[config.mk]
export PLATFORM = sky130hd
export DESIGN_NAME = pprc_ctrl
export DESIGN_NICKNAME = d
export VERILOG_FILES = /design/src/pprc_pkg.sv /design/src/pprc_ctrl.sv
export SDC_FILE = /design/constraint.sdc
export NUM_CORES = 1
export LEC_CHECK = 0
export BUFFER_PORTS_ARGS = -buffer_cell sky130_fd_sc_hd__buf_2
export CAP_MARGIN = 20
export CELL_PAD_IN_SITES_DETAIL_PLACEMENT = 1
export CELL_PAD_IN_SITES_GLOBAL_PLACEMENT = 2
export CORE_MARGIN = 1
export CORE_UTILIZATION = 25
export DETAILED_ROUTE_END_ITERATION = 8
export PLACE_DENSITY = 0.74
export SETUP_SLACK_MARGIN = 0.4
export SLEW_MARGIN = 25
export SYNTH_ARGS = -nofsm -noshare
export SYNTH_HDL_FRONTEND = slang
export SYNTH_SLANG_ARGS = --single-unit
[constraint.sdc]
create_clock -name CLK -period 7.1 [get_ports CLK]
set_clock_uncertainty 0.1 [all_clocks]
set_input_delay 0.355 -clock CLK [delete_from_list [all_inputs] [get_ports CLK]]
set_output_delay 0.355 -clock CLK [all_outputs]
set_load 0.005 [all_outputs]
[src/pprc_pkg.sv]
// constants and types for the per-port protection and charge quota controller
// Operation
// stage1 overtemp in CC mode opens that port
// stage1 overtemp during overcurrent mask opens immediately
// stage1 hot refuses enable edge or power-up close
// stage1 error held until below hysteresis
// stage2 overtemp opens both ports, both error
// stage2 error held until below hysteresis
// auto discharge on five listed events
// discharge check failure sets flag and error
// manual discharge follows bit, no timer
// host times and clears manual discharge bit
// quota counts only in Active state
// action change keeps charge, silent before threshold
// action change after threshold applies immediately
// action codes: alert, alert+open, open+sleep, none
// alert+open keeps monitoring, switch held open
// open+sleep stops monitoring, ignores enable toggles
// quota reset clears charge, flag, alert, reapplies enable
// quota clear zeroes charge, accumulation restarts
// alert held while any cause remains
package pprc_pkg;
  localparam logic [1:0] QA_ALERT = 2'h0;
  localparam logic [1:0] QA_ALERT_OPEN = 2'h1;
  localparam logic [1:0] QA_OPEN_SLEEP = 2'h2;
  localparam logic [1:0] QA_NONE = 2'h3;
  localparam logic [1:0] QA_RESET = QA_ALERT_OPEN;
  localparam int CLK_HZ = 20000000;
  localparam int DISCHARGE_TIME_US = 200;
  localparam int DISCHARGE_CYC = DISCHARGE_TIME_US * (CLK_HZ / 1000000);
  localparam int QUOTA_W = 24;
  localparam int DCNT_W = 16;
  typedef enum logic [3:0] {
    ST_OFF = 4'h1,
    ST_ACTIVE = 4'h2,
    ST_SLEEP = 4'h4,
    ST_ERROR = 4'h8
  } pprc_state_e;
endpackage : pprc_pkg

[src/pprc_ctrl.sv]
// per-port thermal, discharge and charge quota control for two ports
`timescale 1ns/10ps
module pprc_ctrl #(
  parameter int DISCHARGE_CYCLES = pprc_pkg::DISCHARGE_CYC,
  parameter int QW = pprc_pkg::QUOTA_W
) (
  input wire logic CLK, // 20 MHz clock
  input wire logic RST_N, // sync reset, active low
  input wire logic [1:0] PORT_POWER_ENABLE, // bit0 port1, bit1 port2
  input wire logic THERMAL_STAGE1_HOT, // die above stage1 limit
  input wire logic THERMAL_STAGE1_COOL, // die below stage1 limit minus hysteresis
  input wire logic THERMAL_STAGE2_HOT, // die above stage2 limit
  input wire logic THERMAL_STAGE2_COOL, // die below stage2 limit minus hysteresis
  input wire logic [1:0] CC_MODE, // switch in constant current mode
  input wire logic [1:0] OVERCURRENT_MASK, // overcurrent mask time running
  input wire logic [1:0] SUPPLY_UNDERVOLTAGE, // supply below undervoltage limit
  input wire logic [1:0] SLEEP_CMD, // pulse: command sleep
  input wire logic [1:0] DISCHARGE_CMD, // pulse: bus discharge command
  input wire logic [1:0] VBUS_DISCHARGED, // vbus below discharge-done level
  input wire logic AUTO_DISCHARGE_ENABLE, // automatic discharge enable
  input wire logic [1:0] MANUAL_DISCHARGE, // manual discharge bits
  input wire logic [3:0] CHARGE_QUOTA_ACTION, // [1:0] port1, [3:2] port2
  input wire logic [1:0] CHARGE_INC, // pulse: one charge unit delivered
  input wire logic [2*QW-1:0] QUOTA_THRESHOLD, // per-port threshold
  input wire logic [1:0] CHARGE_QUOTA_CLEAR, // pulse: clear quota
  output logic [1:0] SWITCH_CLOSE, // port switch closed
  output logic [1:0] DISCHARGE_LOAD, // discharge load connected
  output logic [1:0] ALERT_N, // alert outputs, active low
  output logic [1:0] PORT_ERROR, // channel in error
  output logic [1:0] PORT_SLEEP, // channel in sleep
  output logic [1:0] MONITOR_ENABLE, // bus and supply monitoring on
  output logic [1:0] DISCHARGE_ERROR_FLAG, // discharge check failed
  output logic [1:0] CHARGE_QUOTA_HIT_FLAG, // threshold reached
  output logic [2*QW-1:0] CHARGE_TOTAL // accumulated charge per port
);
  logic stage2_ff;
  logic [1:0] stage1_ff;
  logic powered_ff;

  // stage2 hold covers both ports until cooled
  always_ff @(posedge CLK) begin
    if (!RST_N) begin
      stage2_ff <= 1'b0;
      powered_ff <= 1'b0;
    end else begin
      powered_ff <= 1'b1;
      if (THERMAL_STAGE2_HOT) begin
        stage2_ff <= 1'b1;
      end else if (THERMAL_STAGE2_COOL) begin
        stage2_ff <= 1'b0;
      end
    end
  end

  // stage1 hot and not yet recovered
  logic stage1_warm_ff;
  always_ff @(posedge CLK) begin
    if (!RST_N) begin
      stage1_warm_ff <= 1'b0;
    end else if (THERMAL_STAGE1_HOT) begin
      stage1_warm_ff <= 1'b1;
    end else if (THERMAL_STAGE1_COOL) begin
      stage1_warm_ff <= 1'b0;
    end
  end

  genvar p;
  generate
    for (p = 0; p < 2; p++) begin : g_port
      pprc_pkg::pprc_state_e state_ff, nxt_state;
      logic en_ff;
      logic first_ff;
      logic err_t1_ff;
      logic disch_ff;
      logic [pprc_pkg::DCNT_W-1:0] dcnt_ff;
      logic derr_ff;
      logic hit_ff;
      logic [QW-1:0] total_ff;
      logic [1:0] act;
      logic en_rise, en_fall, t1_trip, t1_refuse, uv_trip;
      logic quota_clr, hold_open, hold_sleep, alert_quota;
      logic auto_start, disch_done, disch_fail, recover;
      logic [QW-1:0] thr;

      assign act = CHARGE_QUOTA_ACTION[2*p +: 2];
      assign thr = QUOTA_THRESHOLD[QW*p +: QW];
      assign en_rise = PORT_POWER_ENABLE[p] & ~en_ff;
      assign en_fall = ~PORT_POWER_ENABLE[p] & en_ff;
      // trip at once even while the overcurrent mask runs
      assign t1_trip = THERMAL_STAGE1_HOT & (CC_MODE[p] | OVERCURRENT_MASK[p])
                       & (state_ff == pprc_pkg::ST_ACTIVE);
      assign t1_refuse = stage1_warm_ff & PORT_POWER_ENABLE[p]
                         & (en_rise | first_ff);
      assign uv_trip = SUPPLY_UNDERVOLTAGE[p] & (state_ff == pprc_pkg::ST_ACTIVE);
      assign quota_clr = CHARGE_QUOTA_CLEAR[p];
      // quota effects are read live so action changes apply at once
      assign hold_open = hit_ff & (act == pprc_pkg::QA_ALERT_OPEN);
      assign hold_sleep = hit_ff & (act == pprc_pkg::QA_OPEN_SLEEP);
      assign alert_quota = hit_ff & ((act == pprc_pkg::QA_ALERT)
                           | (act == pprc_pkg::QA_ALERT_OPEN));
      assign recover = (state_ff == pprc_pkg::ST_ERROR) & ~stage2_ff & ~stage1_warm_ff
                       & ~err_t1_ff & ~derr_ff;
      assign auto_start = AUTO_DISCHARGE_ENABLE & ~disch_ff & (en_fall | uv_trip
                          | (SLEEP_CMD[p] & state_ff != pprc_pkg::ST_SLEEP)
                          | recover
                          | (DISCHARGE_CMD[p] & state_ff == pprc_pkg::ST_ACTIVE));
      assign disch_done = disch_ff & (dcnt_ff == pprc_pkg::DCNT_W'(DISCHARGE_CYCLES - 1));
      assign disch_fail = disch_done & ~VBUS_DISCHARGED[p];

      always_comb begin
        nxt_state = state_ff;
        case (state_ff)
          pprc_pkg::ST_OFF: begin
            if (PORT_POWER_ENABLE[p] & ~hold_sleep) begin
              nxt_state = pprc_pkg::ST_ACTIVE;
            end
          end
          pprc_pkg::ST_ACTIVE: begin
            if (!PORT_POWER_ENABLE[p]) begin
              nxt_state = pprc_pkg::ST_OFF;
            end else if (SLEEP_CMD[p]) begin
              nxt_state = pprc_pkg::ST_SLEEP;
            end
          end
          pprc_pkg::ST_SLEEP: begin
            // enable toggles ignored while quota sleep holds
            if (!hold_sleep & PORT_POWER_ENABLE[p] & ~SLEEP_CMD[p]) begin
              nxt_state = pprc_pkg::ST_ACTIVE;
            end
          end
          pprc_pkg::ST_ERROR: begin
            if (recover) begin
              nxt_state = PORT_POWER_ENABLE[p] ? pprc_pkg::ST_ACTIVE : pprc_pkg::ST_OFF;
            end
          end
          default: nxt_state = pprc_pkg::ST_OFF;
        endcase
        if (hold_sleep & state_ff != pprc_pkg::ST_ERROR) begin
          nxt_state = pprc_pkg::ST_SLEEP;
        end
        if (stage2_ff | t1_trip | t1_refuse | disch_fail | uv_trip) begin
          nxt_state = pprc_pkg::ST_ERROR;
        end
      end

      always_ff @(posedge CLK) begin
        if (!RST_N) begin
          state_ff <= pprc_pkg::ST_OFF;
          en_ff <= 1'b0;
          first_ff <= 1'b1;
          err_t1_ff <= 1'b0;
        end else begin
          state_ff <= nxt_state;
          en_ff <= PORT_POWER_ENABLE[p];
          first_ff <= ~powered_ff;
          if (t1_trip | t1_refuse) begin
            err_t1_ff <= 1'b1;
          end else if (~stage1_warm_ff) begin
            err_t1_ff <= 1'b0;
          end
        end
      end

      // automatic discharge timer and check
      always_ff @(posedge CLK) begin
        if (!RST_N) begin
          disch_ff <= 1'b0;
          dcnt_ff <= '0;
          derr_ff <= 1'b0;
        end else begin
          if (auto_start) begin
            disch_ff <= 1'b1;
            dcnt_ff <= '0;
          end else if (disch_done) begin
            disch_ff <= 1'b0;
          end else if (disch_ff) begin
            dcnt_ff <= dcnt_ff + 1'b1;
          end
          // set wins over the clear on an enable edge
          if (disch_fail) begin
            derr_ff <= 1'b1;
          end else if (en_rise) begin
            derr_ff <= 1'b0;
          end
        end
      end

      // quota accounting, active state only
      always_ff @(posedge CLK) begin
        if (!RST_N) begin
          total_ff <= '0;
          hit_ff <= 1'b0;
        end else begin
          if (quota_clr) begin
            total_ff <= '0;
            hit_ff <= 1'b0;
          end else begin
            // action field never touches the count
            if (CHARGE_INC[p] & (state_ff == pprc_pkg::ST_ACTIVE) & ~hit_ff) begin
              total_ff <= total_ff + 1'b1;
            end
            if (state_ff == pprc_pkg::ST_ACTIVE & total_ff >= thr & thr != '0) begin
              hit_ff <= 1'b1;
            end
          end
        end
      end

      always_ff @(posedge CLK) begin
        if (!RST_N) begin
          SWITCH_CLOSE[p] <= 1'b0;
          DISCHARGE_LOAD[p] <= 1'b0;
          ALERT_N[p] <= 1'b1;
          PORT_ERROR[p] <= 1'b0;
          PORT_SLEEP[p] <= 1'b0;
          MONITOR_ENABLE[p] <= 1'b0;
        end else begin
          SWITCH_CLOSE[p] <= (nxt_state == pprc_pkg::ST_ACTIVE) & ~hold_open & ~hold_sleep;
          // manual load follows the bit only while auto is off
          DISCHARGE_LOAD[p] <= AUTO_DISCHARGE_ENABLE ? (disch_ff & ~disch_done)
                               : MANUAL_DISCHARGE[p];
          // released only when every cause is gone
          ALERT_N[p] <= ~((nxt_state == pprc_pkg::ST_ERROR) | alert_quota
                          | derr_ff | disch_fail);
          PORT_ERROR[p] <= nxt_state == pprc_pkg::ST_ERROR;
          PORT_SLEEP[p] <= nxt_state == pprc_pkg::ST_SLEEP;
          MONITOR_ENABLE[p] <= ~hold_sleep;
        end
      end

      assign DISCHARGE_ERROR_FLAG[p] = derr_ff;
      assign CHARGE_QUOTA_HIT_FLAG[p] = hit_ff;
      assign CHARGE_TOTAL[QW*p +: QW] = total_ff;
    end
  endgenerate
endmodule : pprc_ctrl

==> metrics.txt <==
# TYPE chip_impl_metric gauge
chip_impl_info{name="timing.hold.worst.class",value="in2reg"} 1
chip_impl_info{name="tritoncts",value="done"} 1
chip_impl_metric{name="fillerInstances",unit=""} 3048
chip_impl_info{name="postSynth.topFlopCell",value="dfxtp_1"} 1
chip_impl_metric{name="setup-violations-final",unit=""} 0
chip_impl_metric{name="mapped_avg_cell_area",unit="um^2"} 8.175
chip_impl_metric{name="dr.first_iter.drc_count",unit=""} 271
chip_impl_metric{name="finalHoldWorstSlack",unit="ns"} 0.04090
chip_impl_metric{name="critical_path.max_fanout",unit=""} 8
chip_impl_metric{name="detail_route.first_pass.iterations",unit=""} 5
chip_impl_metric{name="detail_route.wl_per_cell",unit="um"} 15.36
chip_impl_metric{name="design.portCount",unit=""} 143
chip_impl_metric{name="worst_ir_drop_vdd",unit="V"} 0.0001514
chip_impl_metric{name="vias",unit=""} 6087
chip_impl_metric{name="synth_cell_type_count",unit=""} 59
chip_impl_info{name="regToRegStartpoint",value="g_port[0].state_ff[1]"} 1
chip_impl_info{name="worst_setup_path_endpoint",value="g_port[0].total_ff[8]"} 1
chip_impl_metric{name="remaining_drc_errors",unit=""} 0
chip_impl_metric{name="synth-edff-count",unit=""} 0
chip_impl_info{name="outcome",value="completed"} 1
chip_impl_metric{name="grt_antenna_before_repair",unit=""} 1
chip_impl_metric{name="number_of_vias_per_cell",unit=""} 4.789
chip_impl_metric{name="final_weighted_congestion_in_routability_driven_placement",unit=""} 0.7859
chip_impl_metric{name="cts.hold.buffers_added",unit=""} 0
chip_impl_metric{name="tightestPinTransition",unit="ns"} 0.7590
chip_impl_metric{name="die_y",unit="um"} 162.9
chip_impl_metric{name="ys_seq_area_frac",unit=""} 0.3525
chip_impl_metric{name="clk_transition_reported_paths",unit="ns"} 0.05
chip_impl_metric{name="finalCriticalPeriod",unit="ns"} 2.603
chip_impl_info{name="grt_setup_unrepaired",value="false"} 1
chip_impl_metric{name="final_util",unit=""} 0.3193
chip_impl_metric{name="maxClockFrequency",unit="GHz"} 0.3841
chip_impl_metric{name="worst-r2r-setup-slack",unit="ns"} 4.50
chip_impl_metric{name="finish.net_count",unit=""} 1058
chip_impl_metric{name="relSlewSlack",unit=""} 0.4901
chip_impl_metric{name="postCtsResizedCells",unit=""} 0
chip_impl_metric{name="largest_register_ff_count",unit=""} 48
chip_impl_metric{name="worst_slack",unit="ns"} 4.497
chip_impl_metric{name="number_of_global_route_vias_before_repair",unit=""} 6296
chip_impl_metric{name="ys.warnings.count",unit=""} 0
chip_impl_metric{name="syn-cell-area",unit="um^2"} 6475
chip_impl_metric{name="dieWidth",unit="um"} 162.9
chip_impl_metric{name="port-buffer-count",unit=""} 142
chip_impl_metric{name="clock_buffer_count_from_cts",unit=""} 17
chip_impl_metric{name="core_area",unit="um^2"} 25330
chip_impl_info{name="timing.critical_path.max_delay_family",value="simple AND/OR/NAND/NOR gates"} 1
chip_impl_info{name="cp_cell_sequence",value="nor4b_2 > nand3_1 > nor2_1 > nand2_1 > or3_1 > a21oi_1"} 1
chip_impl_metric{name="postRouteAntennaNets",unit=""} 0
chip_impl_info{name="cts-root-buf",value="clkbuf_16"} 1
chip_impl_metric{name="pre_cts_slack",unit="ns"} 4.481
chip_impl_metric{name="pin_count_of_the_biggest_net_entering_global_routing",unit=""} 27
chip_impl_metric{name="slew_violations",unit=""} 0
chip_impl_info{name="timing.critical_path.slowest_stage_cell",value="nor4b_2"} 1
chip_impl_metric{name="mappedNetlistNets",unit=""} 923
chip_impl_info{name="critical_path.startpoint",value="g_port[0].state_ff[1]"} 1
chip_impl_metric{name="timing.final.hold_violations",unit=""} 0
chip_impl_metric{name="min_period_over_period",unit=""} 0.3667
chip_impl_metric{name="postSynthCellCount",unit=""} 792
chip_impl_metric{name="drv.max_cap_violation_count",unit=""} 0
chip_impl_metric{name="post_layout_nonfiller_instances",unit=""} 1271
chip_impl_info{name="setup.worst_path.class",value="reg2reg"} 1
chip_impl_metric{name="drive_gt1_frac",unit=""} 0.1947
chip_impl_metric{name="placement_rows",unit=""} 58
chip_impl_metric{name="grt_usage",unit=""} 0.1539
chip_impl_metric{name="cts_num_sinks",unit=""} 114
chip_impl_metric{name="cp_num_cells",unit=""} 6
chip_impl_metric{name="postCtsSetupBuffers",unit=""} 0
chip_impl_metric{name="area.growth.synth_to_final",unit="%"} 24.91
chip_impl_metric{name="static-leakage-power",unit="uW"} 0.003537
chip_impl_metric{name="rr_worst_depth",unit=""} 6
chip_impl_metric{name="cp.arrival",unit="ns"} 2.84
chip_impl_metric{name="dp_cells",unit=""} 1238
chip_impl_metric{name="number_of_h_tree_branching_levels",unit=""} 4
chip_impl_metric{name="grt_first_pass_wirelength",unit="mm"} 32.39
chip_impl_metric{name="fp.dieArea",unit="um^2"} 26550
chip_impl_metric{name="required",unit="ns"} 7.34
chip_impl_info{name="crit_path_end_kind",value="flip-flop"} 1
chip_impl_metric{name="powerDensity",unit="nW/um^2"} 205.6
chip_impl_metric{name="globalRouteOverflowTotal",unit=""} 0
chip_impl_info{name="layout_top_registers",value="g_port.total_ff (48), g_port.dcnt_ff (32), g_port.state_ff (8)"} 1
chip_impl_metric{name="finalSetupTns",unit="ns"} 0
chip_impl_metric{name="route.final.wire_length",unit="mm"} 19.53
chip_impl_info{name="top_register",value="g_port.total_ff"} 1
chip_impl_metric{name="initial_core_util",unit=""} 0.2557
chip_impl_metric{name="cts.path.max_buffers",unit=""} 2
chip_impl_info{name="critical_path.reg2reg.endpoint",value="g_port[0].total_ff[8]"} 1
chip_impl_metric{name="asyncSetResetFlopFracSynth",unit=""} 0
chip_impl_metric{name="max_stage_delay",unit="ns"} 0.58
chip_impl_metric{name="ys_ff_latch",unit=""} 114
chip_impl_metric{name="clk-insertion-delay-late",unit="ns"} 0.41
chip_impl_info{name="startpoint_class_of_the_critical_path",value="flip-flop"} 1
chip_impl_metric{name="cp.buffers_inverters",unit=""} 0
chip_impl_metric{name="dpl.hpwl",unit="mm"} 15.25
[metrics by stage]
step	total power (uW)	area [um^2]
5_1_grt	1732	8085
6_report	1663	8088
2_1_floorplan	745.3	6475
3_5_place_dp	800.8	7477
4_1_cts	1683	8083
3_3_place_gp	800.5	7477
[where the power goes]
part           switching, uW  total [uW]  internal (uW)
clock                    300         877            577
combinational           69.5         121           51.8
sequential              13.5         665            652
total                    383        1660           1280
[cell usage in the layout, fill, tap and decap left out, types with 4 or more instances in the layout]
cell type	netlist	final
buf_2	0	142
dfxtp_1	114	114
nor2_1	109	109
inv_1	65	65
ha_1	52	52
nand2_1	51	51
xor2_1	46	46
a21oi_1	39	39
nand3_1	37	37
o21ai_0	31	31
nand4_1	29	29
xnor2_1	22	22
nor4_1	17	17
clkbuf_16	0	17
and3_1	16	16
a211oi_1	14	14
nor3_1	11	11
and4_1	9	9
o21a_1	8	8
nand2b_1	8	7
or3_1	7	7
nor2b_1	6	6
o211ai_1	6	6
or4_1	6	6
a31oi_1	5	5
and2_1	5	5
clkinv_2	0	5
nand3b_1	4	4
nor3b_1	4	4
a21o_1	4	4
o2111ai_1	4	4
[final cells by class]
cell class | instances | area, um^2 | area share
Antenna cell | 1 | 2.502 | 0.0003094
Clock buffer | 22 | 474.2 | 0.05863
Clock inverter | 10 | 131.4 | 0.01624
Inverter | 65 | 244.0 | 0.03017
Multi-Input combinational cell | 585 | 3815 | 0.4717
Sequential cell | 114 | 2282 | 0.2822
Tap cell | 330 | 412.9 | 0.05105
Timing Repair Buffer | 144 | 725.7 | 0.08973
[cell families after synthesis]
family                     count (synthesis)  synth area share
AOI/OAI and AO/OA                        129            0.1248
xor gates and xnor gates                  68           0.09198
adders and majority gates                 52            0.1005
buffers and inverters                     93           0.05874
DFF                                      114            0.3525
muxes                                      3          0.004638
and+or+nand+nor                          333            0.2669
[cells in the mapped netlist (all sizes together), types with 2 or more instances]
| library cell | count | share of area |
|---|---|---|
| o2111ai | 4 | 0.0054 |
| ha | 52 | 0.10 |
| nand2 | 51 | 0.030 |
| or4 | 8 | 0.010 |
| and4b | 2 | 0.0037 |
| a2111oi | 2 | 0.0027 |
| o21ai | 31 | 0.024 |
| o31ai | 3 | 0.0035 |
| and4 | 9 | 0.012 |
| xor2 | 46 | 0.062 |
| dfxtp | 114 | 0.35 |
| nand3 | 37 | 0.029 |
| nor2b | 6 | 0.0058 |
| a211oi | 14 | 0.016 |
| nand4 | 29 | 0.028 |
| nand2b | 8 | 0.0077 |
| a31oi | 5 | 0.0048 |
| buf | 6 | 0.0070 |
| and3 | 16 | 0.015 |
| nor4 | 17 | 0.016 |
| nor3 | 11 | 0.0085 |
| a21o | 4 | 0.0046 |
| or3 | 7 | 0.0068 |
| mux2i | 3 | 0.0046 |
| nor2 | 109 | 0.063 |
| clkbuf | 21 | 0.013 |
| nor4b | 3 | 0.0073 |
| inv | 65 | 0.038 |
| xnor2 | 22 | 0.030 |
| o22ai | 2 | 0.0019 |
| o21a | 8 | 0.0093 |
| o211ai | 6 | 0.0070 |
| nor3b | 4 | 0.0046 |
| a311oi | 3 | 0.0041 |
| and2 | 6 | 0.0060 |
| a21oi | 39 | 0.030 |
| nand3b | 4 | 0.0046 |
[layer usage]
layer	GRT usage	vias up	share of wire
met5	0	-	0
met4	0.04036	0	0.0085
met3	0.03081	13	0.036
met2	0.2484	105	0.46
met1	0.2073	2914	0.50
li1	-	3055	-
[worst min path at each step]
stage | slack (ns) | from | endpoint | cells after the start
6_report | 0.04 | CHARGE_QUOTA_ACTION[2] | SWITCH_CLOSE[1] | 2
5_1_grt | 0.03 | CHARGE_QUOTA_ACTION[2] | SWITCH_CLOSE[1] | 2
4_1_cts | 0.03 | CHARGE_QUOTA_ACTION[2] | SWITCH_CLOSE[1] | 2
3_5_place_dp | 0.26 | powered_ff | g_port[1].first_ff | 1
3_3_place_gp | 0.25 | powered_ff | g_port[1].first_ff | 1
2_1_floorplan | 0.24 | powered_ff | g_port[1].first_ff | 1
Power figures use the tool's default switching activity.
